$ cat src/inc/cdd_regs.svh
// Constants of the clock divider and sync distribution block.
// Assumes nothing; definitions only, included by package and modules.
`ifndef CDD_REGS_SVH
`define CDD_REGS_SVH

// Serial word layout
`define CDD_WORD_BITS      32
`define CDD_DATA_BITS      27
`define CDD_ADDR_BITS      5
`define CDD_ADDR_MSB       4
`define CDD_DATA_LSB       5
`define CDD_WORD_MSB       31
// Fields inside a pair word (word bit positions)
`define CDD_DIV_MSB        15
`define CDD_DIV_LSB        5
`define CDD_EXEMPT_BIT     16
`define CDD_RESET_BIT      17
// Reference buffer word
`define CDD_OSC_DIV_MSB    7
`define CDD_OSC_DIV_LSB    5
`define CDD_OSC_SEL_A_BIT  8
`define CDD_OSC_SEL_B_BIT  9
// Sync word
`define CDD_SYNC_INV_BIT   5
// Serial addresses
`define CDD_ADDR_PAIR0     5'h00
`define CDD_ADDR_OSC       5'h0a
`define CDD_ADDR_SYNC      5'h0b
// Divider limits and start-up values
`define CDD_DIV_W          11
`define CDD_DIV_MAX        11'h415
`define CDD_DIV_EXT        11'h01a
`define CDD_STARTUP_DIV    11'h019
`define CDD_STARTUP_PAIR   4
`define CDD_STARTUP_LANE   8
`define CDD_PAIRS          6
`define CDD_LANES          12
// Feedback path
`define CDD_FB_PRESCALE    2
`define CDD_FB_N           50
// Wishbone byte offsets and register bit positions
`define CDD_WB_CTRL        8'h00
`define CDD_WB_STATUS      8'h04
`define CDD_WB_SHIFT       8'h08
`define CDD_WB_CFG_BASE    8'h80
`define CDD_CTRL_EXT_REF   0
`define CDD_ST_PROG        0
`define CDD_ST_SYNC        1
`define CDD_ST_EXT_LSB     2
`define CDD_ST_ADDR_LSB    8

`endif

$ cat src/inc/cdd_pkg.sv
// Types and small helpers of the clock divider and sync distribution block.
// Assumes cdd_regs.svh is on the include path.
`include "cdd_regs.svh"
package cdd_pkg;

  // One system clock cycle split in two halves, first half first
  typedef struct packed {
    logic first_half;
    logic second_half;
  } cdd_half_pair_type;

  typedef logic [`CDD_DIV_W-1:0]     cdd_div_type;
  typedef logic [`CDD_DATA_BITS-1:0] cdd_data_type;

  // Zero would stall the counter, so it acts as divide by one
  function automatic cdd_div_type cdd_safe_div(input cdd_div_type value);
    begin
      if (value == '0)
        cdd_safe_div = cdd_div_type'(1);
      else if (value > `CDD_DIV_MAX)
        cdd_safe_div = `CDD_DIV_MAX;
      else
        cdd_safe_div = value;
    end
  endfunction : cdd_safe_div

  function automatic cdd_data_type cdd_default_cfg(input int idx);
    logic [`CDD_WORD_MSB:0] word;
    begin
      word = '0;
      if (idx == `CDD_STARTUP_PAIR)
        word[`CDD_DIV_MSB:`CDD_DIV_LSB] = `CDD_STARTUP_DIV;
      else if (idx < `CDD_PAIRS)
        word[`CDD_DIV_MSB:`CDD_DIV_LSB] = cdd_div_type'(1);
      cdd_default_cfg = word[`CDD_WORD_MSB:`CDD_DATA_LSB];
    end
  endfunction : cdd_default_cfg

endpackage : cdd_pkg

$ cat src/logic/cdd_out_divider.sv
// One programmable output divider with half-cycle resolution.
// Assumes a divide value that is held stable by the caller; it is taken at wrap.
`timescale 1ns/1ps
`include "cdd_regs.svh"
module cdd_out_divider (
  input  wire logic                      clk_sys,
  input  wire logic                      rst,
  input  wire logic                      hold,
  input  wire cdd_pkg::cdd_div_type      div_value,
  output cdd_pkg::cdd_half_pair_type     clk_out,
  output logic                           ext_mode
);

  logic [`CDD_DIV_W:0]  half_ff;
  cdd_pkg::cdd_div_type div_ff;
  logic [`CDD_DIV_W:0]  period_half;
  logic [`CDD_DIV_W:0]  nxt_half;
  logic                 wrap;

  // Count in half cycles so odd divides still give exact 50% duty
  always_comb
  begin
    period_half = {div_ff, 1'b0};
    wrap        = (half_ff + (`CDD_DIV_W+1)'(2)) >= period_half;
    nxt_half    = wrap ? '0 : half_ff + (`CDD_DIV_W+1)'(2);
  end

  always_ff @(posedge clk_sys)
  begin
    if (rst || hold)
    begin
      half_ff <= '0;
      div_ff  <= cdd_pkg::cdd_safe_div(div_value);
    end
    else
    begin
      half_ff <= nxt_half;
      if (wrap)
        div_ff <= cdd_pkg::cdd_safe_div(div_value);
    end
  end

  // Held divider stays low; restart from zero gives a common rising edge
  always_ff @(posedge clk_sys)
  begin
    if (rst || hold)
      clk_out <= '0;
    else
    begin
      clk_out.first_half  <= half_ff < {1'b0, div_ff};
      clk_out.second_half <= (half_ff + (`CDD_DIV_W+1)'(1)) < {1'b0, div_ff};
    end
  end

  always_ff @(posedge clk_sys)
  begin
    if (rst)
      ext_mode <= 1'b0;
    else
      ext_mode <= div_ff >= `CDD_DIV_EXT;
  end

endmodule : cdd_out_divider

$ cat src/logic/cdd_top.sv
// Clock divider and sync distribution: serial config port, six pair dividers,
// reference buffer divider, sync, start-up clocks and a Wishbone register slave.
// Assumes all pins are synchronous to clk_sys, which stands for the oscillator.
//
// Register access over Wishbone and the register offsets were left to the implementer.
`timescale 1ns/1ps
`include "cdd_regs.svh"
// Function
// - Sample serial data into shift register on each serial clock rising edge.
// - Latch-enable rising edge copies shift register into the addressed register.
// - Output dividers take any value 1 to 1045 with 50% duty.
// - Six dividers each drive an output pair, twelve outputs in all.
// - Divide values of 26 or more select extended counting mode.
// - Reference buffer divider divides reference input by 1 to 8.
// - Each reference buffer output selects divided or undivided reference.
// - Sync forces reference buffer outputs low, independent of divided clocks.
// - Sync-exempt pairs keep running through sync; phase may shift.
// - Sync realigns all active divided outputs to a common rising edge.
// - Toggling sync polarity invert through serial port makes a sync event.
// - Unprogrammed with crystal: only start-up output runs, oscillator divided by 25.
// - Unprogrammed with external oscillator: first reference output also passes reference.
// - Start-up output may stop or glitch during calibration after programming.
// - Oscillator feeds distribution and a prescaler plus N counter feedback path.
// - 32-bit word, MSB first, data bits 31..5, address bits 4..0.
// - Register zero write with reset bit set restores defaults, ignores rest.
module cdd_top (
  input  wire logic                        clk_sys,
  input  wire logic                        rst,
  input  wire logic                        cfg_serial_clock,
  input  wire logic                        cfg_serial_data_in,
  input  wire logic                        cfg_latch_enable,
  input  wire logic                        sync_pin,
  input  wire logic                        reference_input,
  input  wire logic                        wb_cyc,
  input  wire logic                        wb_stb,
  input  wire logic                        wb_we,
  input  wire logic [7:0]                  wb_adr,
  input  wire logic [3:0]                  wb_sel,
  input  wire logic [31:0]                 wb_dat_w,
  output logic [31:0]                      wb_dat_r,
  output logic                             wb_ack,
  output cdd_pkg::cdd_half_pair_type       divided_clock_output [`CDD_LANES],
  output cdd_pkg::cdd_half_pair_type       ref_buffer_out_a,
  output cdd_pkg::cdd_half_pair_type       ref_buffer_out_b,
  output cdd_pkg::cdd_half_pair_type       pll_feedback_out
);

  logic [`CDD_WORD_MSB:0]     shift_ff;
  logic                       sclk_prev_ff;
  logic                       le_prev_ff;
  cdd_pkg::cdd_data_type      cfg_ff [2**`CDD_ADDR_BITS];
  logic                       programmed_ff;
  logic [`CDD_ADDR_BITS-1:0]  last_addr_ff;
  logic                       ext_ref_ff;
  logic                       sync_active;
  logic [`CDD_PAIRS-1:0]      exempt;
  logic [`CDD_PAIRS-1:0]      ext_mode;
  cdd_pkg::cdd_half_pair_type pair_clk [`CDD_PAIRS];
  logic                       ref_prev_ff;
  logic [2:0]                 ref_cnt_ff;
  logic                       ref_div_ff;
  logic [2:0]                 osc_div_m1;
  logic [`CDD_WORD_MSB:0]     sync_word;
  logic [`CDD_WORD_MSB:0]     osc_word;
  logic [`CDD_WORD_MSB:0]     pair_word [`CDD_PAIRS];
  logic                       sel_a;
  logic                       sel_b;
  logic                       commit;
  logic [`CDD_ADDR_BITS-1:0]  commit_addr;
  logic                       wb_req;
  logic [31:0]                nxt_rdata;

  // Word-bit view of a stored register
  function automatic logic [`CDD_WORD_MSB:0] word_of(input cdd_pkg::cdd_data_type d);
    begin
      word_of = {d, `CDD_ADDR_BITS'(0)};
    end
  endfunction : word_of

  // Serial port sampled on clk_sys; edges found from the previous sample
  always_ff @(posedge clk_sys)
  begin
    if (rst)
    begin
      sclk_prev_ff <= 1'b0;
      le_prev_ff   <= 1'b0;
    end
    else
    begin
      sclk_prev_ff <= cfg_serial_clock;
      le_prev_ff   <= cfg_latch_enable;
    end
  end

  always_ff @(posedge clk_sys)
  begin
    if (rst)
      shift_ff <= '0;
    else if (cfg_serial_clock && !sclk_prev_ff)
      shift_ff <= {shift_ff[`CDD_WORD_MSB-1:0], cfg_serial_data_in};
  end

  assign commit      = cfg_latch_enable && !le_prev_ff;
  assign commit_addr = shift_ff[`CDD_ADDR_MSB:0];

  always_ff @(posedge clk_sys)
  begin
    if (rst)
    begin
      for (int i = 0; i < 2**`CDD_ADDR_BITS; i++)
        cfg_ff[i] <= cdd_pkg::cdd_default_cfg(i);
      programmed_ff <= 1'b0;
      last_addr_ff  <= '0;
    end
    else if (commit)
    begin
      last_addr_ff <= commit_addr;
      if (commit_addr == `CDD_ADDR_PAIR0 && shift_ff[`CDD_RESET_BIT])
      begin
        for (int i = 0; i < 2**`CDD_ADDR_BITS; i++)
          cfg_ff[i] <= cdd_pkg::cdd_default_cfg(i);
        programmed_ff <= 1'b0;
      end
      else
      begin
        cfg_ff[commit_addr] <= shift_ff[`CDD_WORD_MSB:`CDD_DATA_LSB];
        programmed_ff       <= 1'b1;
      end
    end
  end

  assign sync_word   = word_of(cfg_ff[`CDD_ADDR_SYNC]);
  assign osc_word    = word_of(cfg_ff[`CDD_ADDR_OSC]);

  // Either edge of the polarity bit flips the level and so frames a sync
  assign sync_active = sync_pin ^ sync_word[`CDD_SYNC_INV_BIT];

  // Six pair dividers straight off the oscillator clock
  genvar p;
  generate
    for (p = 0; p < `CDD_PAIRS; p++)
    begin : g_pair
      assign pair_word[p] = word_of(cfg_ff[p]);
      assign exempt[p]    = pair_word[p][`CDD_EXEMPT_BIT];
      cdd_out_divider u_div (
        .clk_sys   (clk_sys),
        .rst       (rst),
        .hold      (sync_active && !exempt[p]),
        .div_value (pair_word[p][`CDD_DIV_MSB:`CDD_DIV_LSB]),
        .clk_out   (pair_clk[p]),
        .ext_mode  (ext_mode[p])
      );
    end
  endgenerate

  // Before programming only the start-up lane runs; re-commits may glitch it
  always_ff @(posedge clk_sys)
  begin
    for (int i = 0; i < `CDD_LANES; i++)
    begin
      if (rst)
        divided_clock_output[i] <= '0;
      else if (programmed_ff || i == `CDD_STARTUP_LANE)
        divided_clock_output[i] <= pair_clk[i/2];
      else
        divided_clock_output[i] <= '0;
    end
  end

  // Feedback path: prescaler times N counter on the oscillator clock
  cdd_out_divider u_fb (
    .clk_sys   (clk_sys),
    .rst       (rst),
    .hold      (1'b0),
    .div_value (cdd_pkg::cdd_div_type'(`CDD_FB_PRESCALE * `CDD_FB_N)),
    .clk_out   (pll_feedback_out),
    .ext_mode  ()
  );

  // Reference divider counts both input edges, so odd divides keep 50% duty
  assign osc_div_m1 = osc_word[`CDD_OSC_DIV_MSB:`CDD_OSC_DIV_LSB];
  assign sel_a      = osc_word[`CDD_OSC_SEL_A_BIT];
  assign sel_b      = osc_word[`CDD_OSC_SEL_B_BIT];

  always_ff @(posedge clk_sys)
  begin
    if (rst)
    begin
      ref_prev_ff <= 1'b0;
      ref_cnt_ff  <= '0;
      ref_div_ff  <= 1'b0;
    end
    else
    begin
      ref_prev_ff <= reference_input;
      if (reference_input != ref_prev_ff)
      begin
        if (ref_cnt_ff >= osc_div_m1)
        begin
          ref_cnt_ff <= '0;
          ref_div_ff <= !ref_div_ff;
        end
        else
          ref_cnt_ff <= ref_cnt_ff + 3'h1;
      end
    end
  end

  // Buffer outputs ignore pair exemption: they drop on any sync
  always_ff @(posedge clk_sys)
  begin
    if (rst || sync_active)
    begin
      ref_buffer_out_a <= '0;
      ref_buffer_out_b <= '0;
    end
    else if (!programmed_ff)
    begin
      ref_buffer_out_a <= ext_ref_ff ? {reference_input, reference_input} : '0;
      ref_buffer_out_b <= '0;
    end
    else
    begin
      ref_buffer_out_a <= sel_a ? {ref_div_ff, ref_div_ff}
                                : {reference_input, reference_input};
      ref_buffer_out_b <= sel_b ? {ref_div_ff, ref_div_ff}
                                : {reference_input, reference_input};
    end
  end

  // Wishbone classic slave: ack one cycle after the request, then drop
  assign wb_req = wb_cyc && wb_stb && !wb_ack;

  always_comb
  begin
    nxt_rdata = '0;
    if (wb_adr >= `CDD_WB_CFG_BASE)
      nxt_rdata = word_of(cfg_ff[wb_adr[2+:`CDD_ADDR_BITS]]);
    else
    begin
      case (wb_adr)
        `CDD_WB_CTRL:
          nxt_rdata[`CDD_CTRL_EXT_REF] = ext_ref_ff;
        `CDD_WB_STATUS:
        begin
          nxt_rdata[`CDD_ST_PROG] = programmed_ff;
          nxt_rdata[`CDD_ST_SYNC] = sync_active;
          nxt_rdata[`CDD_ST_EXT_LSB +: `CDD_PAIRS] = ext_mode;
          nxt_rdata[`CDD_ST_ADDR_LSB +: `CDD_ADDR_BITS] = last_addr_ff;
        end
        `CDD_WB_SHIFT:
          nxt_rdata = shift_ff;
        default:
          nxt_rdata = '0;
      endcase
    end
  end

  always_ff @(posedge clk_sys)
  begin
    if (rst)
    begin
      wb_ack   <= 1'b0;
      wb_dat_r <= '0;
    end
    else
    begin
      wb_ack   <= wb_req;
      wb_dat_r <= wb_req && !wb_we ? nxt_rdata : '0;
    end
  end

  // Tells the start-up logic whether the reference is an oscillator
  always_ff @(posedge clk_sys)
  begin
    if (rst)
      ext_ref_ff <= 1'b0;
    else if (wb_req && wb_we && wb_sel[0] && wb_adr == `CDD_WB_CTRL)
      ext_ref_ff <= wb_dat_w[`CDD_CTRL_EXT_REF];
  end

endmodule : cdd_top

$ cat config.mk
export PLATFORM = sky130hd
export DESIGN_NAME = cdd_top
export DESIGN_NICKNAME = d
export VERILOG_FILES = /design/src/inc/cdd_pkg.sv /design/src/logic/cdd_out_divider.sv /design/src/logic/cdd_top.sv
export VERILOG_INCLUDE_DIRS = /design/src /design/src/inc
export SDC_FILE = /design/constraint.sdc
export NUM_CORES = 2
export LEC_CHECK = 0
export BUFFER_PORTS_ARGS = -buffer_cell sky130_fd_sc_hd__buf_2
export CAP_MARGIN = 20
export CORE_ASPECT_RATIO = 1.5
export CORE_MARGIN = 3
export CORE_UTILIZATION = 66
export CTS_CLUSTER_SIZE = 20
export DETAILED_ROUTE_END_ITERATION = 8
export PLACE_DENSITY = 0.83
export SETUP_SLACK_MARGIN = 0.2
export SLEW_MARGIN = 40
export SYNTH_ARGS = -nofsm -noshare
export SYNTH_HDL_FRONTEND = slang
export SYNTH_HIERARCHICAL = 1
export SYNTH_SLANG_ARGS = --single-unit
$ cat constraint.sdc
create_clock -name clk_sys -period 8.3 [get_ports clk_sys]
set_input_delay 0.83 -clock clk_sys [delete_from_list [all_inputs] [get_ports clk_sys]]
set_output_delay 0.83 -clock clk_sys [all_outputs]
set_load 0.01 [all_outputs]
# Word level (Yosys, flattened, before mapping)

Memories as Yosys holds them, arrays and structs flattened.
Index checks and enable logic that the tools add are counted.

Flip-flop bits (word level): 267
RAM bits: 864
Word-level logic and storage cells: 298
Memories kept: 1

Memory list:

| name   | words | bits a word | rd ports | clocked after Yosys merged registers in | write ports | RTL line      | text |
|---|---|---|---|---|---|---|---|
| cfg_ff | 32    | 27          | 9        | 0                                       | 32          | cdd_top.sv:51 | `` cdd_pkg::cdd_data_type cfg_ff [2**`CDD_ADDR_BITS]; `` |

$add $sub $neg: 15
$lt $le $gt $ge: 35
Equal/unequal tests: 3
Mux-type cells: 86
Bitwise operators: 35
Reduce and logical (&&, ||, !) cells: 60

Operator list:

| cell                                                                                 | number |
|---|---|
| 27-bit 2-to-1 mux                                                                    | 33 |
| 11-bit 2-to-1 mux                                                                    | 32 |
| 12-bit by 11-bit less-than comparator with 1-bit output                              | 12 |
| 12-bit by 1-bit adder with 12-bit output, second input constant                      | 7 |
| 12-bit by 2-bit adder with 12-bit output, second input constant                      | 7 |
| 12-bit greater-or-equal comparator                                                   | 6 |
| 11-bit by 5-bit greater-or-equal comparator with 1-bit output, second input constant | 6 |
| 11-bit > comparator, second input constant                                           | 6 |
| 11-bit zero test                                                                     | 6 |
| 32-bit 2-to-1 mux                                                                    | 1 |
| 1-bit OR                                                                             | 32 |
| 27-bit OR reduction                                                                  | 1 |
| 12-bit by 7-bit less-than comparator with 1-bit output, second input constant        | 2 |
| 12-bit one-hot mux with 2 select lines                                               | 1 |
| 2-bit OR reduction                                                                   | 10 |
| 19-bit 2-to-1 mux                                                                    | 1 |
| 1-bit logical AND                                                                    | 15 |
| 12-bit by 8-bit greater-or-equal comparator with 1-bit output, second input constant | 1 |
| 2-bit nonzero test                                                                   | 6 |
| 1-bit zero test                                                                      | 11 |
| 1-bit 2-to-1 mux                                                                     | 11 |
| 8-bit by 3-bit equality test with 1-bit output, second input constant                | 1 |
| 8-bit by 4-bit equality test with 1-bit output, second input constant                | 1 |
| 8-bit greater-or-equal comparator, second input constant                             | 1 |
| other kinds (14)                                                                     | 24 |

# Depth between registers and ports, before layout

Depth after elaboration: 8
Depth in mapped cells: 10
Mapped depth without buffers: 9

# Cells and area by module

The synthesis kept the hierarchy.

Modules (own cells, without submodules):

| module                                 | times used | cells an instance | area each (um^2) |
|---|---|---|---|
| cdd_top                                | 1          | 3,010             | 43,224.0 |
| cdd_out_divider at g_pair[0].u_div ... | 6          | 158               | 1,542.7 |
| cdd_out_divider at u_fb                | 1          | 159               | 1,639.1 |

# Least setup slack after synthesis

No wires, ideal clock.

Path type: input port to flip-flop
Start: input cfg_latch_enable
End: memory cfg_ff[21][0] (netlist name), enable pin
Library setup time: 449 ps
Data arrival time: 3,455 ps
Required time: 7,851 ps
Path slack: 4,397 ps
Cell stages on the path: 5
Path through: nand2b_4 nor2_2 nand3b_1 clkbuf_1 o21ai_0

RTL lines:

| item        | RTL line      | text |
|---|---|---|
| from (decl) | cdd_top.sv:31 | `input wire logic cfg_latch_enable,` |
| to (decl)   | cdd_top.sv:51 |  |

==> reports/metrics.csv <==
stage,metric,value,unit
status,status,"complete, no violations",
critical_path,endpoint_kind,flop,
critical_path,critPathArrivalTime,3860,ps
clock_tree,htree_num_levels,3,
clock_tree,cts-root-buf,clkbuf_16,
min_path,min_path_type,primary input to flop,
critical_path,cp-start-kind,flop,
clock_tree,cts-resized-gates,0,
global_route,grt_max_degree,76,
clock_tree,clockBufferDepth,3,
sta,hold_violations,0,
clock_tree,postCtsHoldBufs,0,
cells_and_area,final_cell_mix,"edfxtp_1, and2_1, mux2i_1",
floorplan,ios,117,
yosys,synthCells,4113,
yosys,syn_area,54100,um^2
route,drt_first_pass_iters,8,
sta,setup_viol,0,
cells_and_area,syn_to_final_growth,8.85,%
floorplan,start_util,67.1,%
route,drt-initial-drc-count,3561,
clock_tree,clkTransAtPathRegs,60,ps
placed_design,gp_congestion,0.881,
global_route,antenna_found_initial,1,
sta,tns,0,ps
min_path,min_path_cells,3,
clock_tree,postCtsSetupBuffers,0,
cells_and_area,drive_above_1_share,13.7,%
yosys,ys_warn_count,6,
sta,worst_pin_slew,958,ps
power,power_density,206,nW/um^2
sta,fmax,284,MHz
clock_tree,cts-buffers-inserted,103,
sta,fin_crit_sh,42.5,%
floorplan,dieArea,85500,um^2
cells_and_area,diodes,0,
power,irDropWorstVdd,188,uV
route,viasPerCell,6.52,
route,wl_per_cell,26.0,um
cells_and_area,final_common_cell,edfxtp_1,
route,ant_nets,0,
global_route,grt_overflow,0,
route,wl,136,mm
power,p_leak,22.4,nW
route,drcViolationCount,0,
floorplan,core_region_area,80600,um^2
global_route,grt_use_total,32.3,%
route,dr_total_vias,34197,
sta,fin_worst_skew,25.2,ps
sta,relSlewSlack,36.1,%
sta,fin_crit,3520,ps
floorplan,fp.dieW,240,um
floorplan,fp.dieH,357,um
sta,drv_slew,0,
critical_path,critPathKind,flop to flop,
sta,hold_slack,390,ps
cells_and_area,nets,4343,
flow_run,cap_viol_max_count,0,
critical_path,crit_required,8640,ps
placed_design,numPortBuffers,82,
sta,rsz0062_at_grt,no,
clock_tree,clkSinkCount,1133,
cells_and_area,n_fill_cell,4999,
clock_tree,cts_tree,done,
placed_design,hpwlAfterDp,85.2,mm
floorplan,rows,127,
critical_path,reg2reg_depth,6,
global_route,grt_pass1_vias,34841,
global_route,grt_first_pass_wirelength,205,mm
clock_tree,worstSkewPairLatency,700,ps
power,power,12.1,mW
critical_path,cp_max_fo,24,
yosys,syn_area_per_cell,13.1,um^2
-- sequential cells by signal, indices dropped and copies added, names as in the netlist, 3 cells and up --
name	count
cfg_ff	864
divided_clock_output	14
g_pair.u_div/clk_out	12
g_pair.u_div/div_ff	66
g_pair.u_div/ext_mode	6
g_pair.u_div/half_ff	66
last_addr_ff	5
ref_cnt_ff	3
shift_ff	32
u_fb/div_ff	11
u_fb/half_ff	11
wb_dat_r	32
-- report_power, final --
part	leakage, nW	internal [mW]	total, mW	switching, mW
combinational	9.74	0.297	0.805	0.508
clock	1.67	2.76	4.85	2.09
sequential	11.0	6.37	6.46	0.0953
total	22.4	9.42	12.1	2.69
-- final cells by class --
cell class	instances	area [um^2]	share of cell area, %
clock inverter	44	551	0.935
timing repair buffer	177	1180	2.01
sequential	1133	32100	54.6
clock buffer	149	2870	4.88
tap	1032	1290	2.19
multi-input combinational	2602	20400	34.7
inverter	107	402	0.682
-- final timing paths --
kind	from	endpoint	slack [ps]
max	shift_ff[4]	cfg_ff[27][21]	4780
min	cfg_serial_data_in	shift_ff[0]	390
min reg2reg	g_pair[1].u_div/clk_out[1]	divided_clock_output[17]	420
max reg2reg	shift_ff[4]	cfg_ff[27][21]	4780
-- metrics by stage --
| stage | util (%) | setup slack [ps] | cell area, um^2 | std cells |
|---|---|---|---|---|
| floorplan | - | 4400 | 54200 | 4144 |
| global placement | 68.6 | 4110 | 55300 | 5047 |
| detailed placement | 68.8 | 4240 | 55400 | 5050 |
| CTS | 73.0 | 4860 | 58800 | 5243 |
| global route | 73.1 | 4740 | 58900 | 5244 |
| finish | 73.1 | 4780 | 58900 | 5244 |
-- layer usage --
| layer | global-route usage [%] | wire length (um) | vias to the layer above |
|---|---|---|---|
| met5 | 0 | 0 | - |
| met4 | 18.6 | 8600 | 0 |
| met3 | 6.06 | 13800 | 557 |
| met2 | 55.6 | 68400 | 1968 |
| met1 | 38.0 | 45400 | 16746 |
| li1 | - | - | 14926 |
-- critical path, cell delays in order, from the launching register on --
cell     delay [ps]
dfxtp_1         490
or3_1           720
nor4_1          530
a21oi_4         220
buf_4           340
o21ai_2         320
buf_4           490
Power figures use the tool's default switching activity.
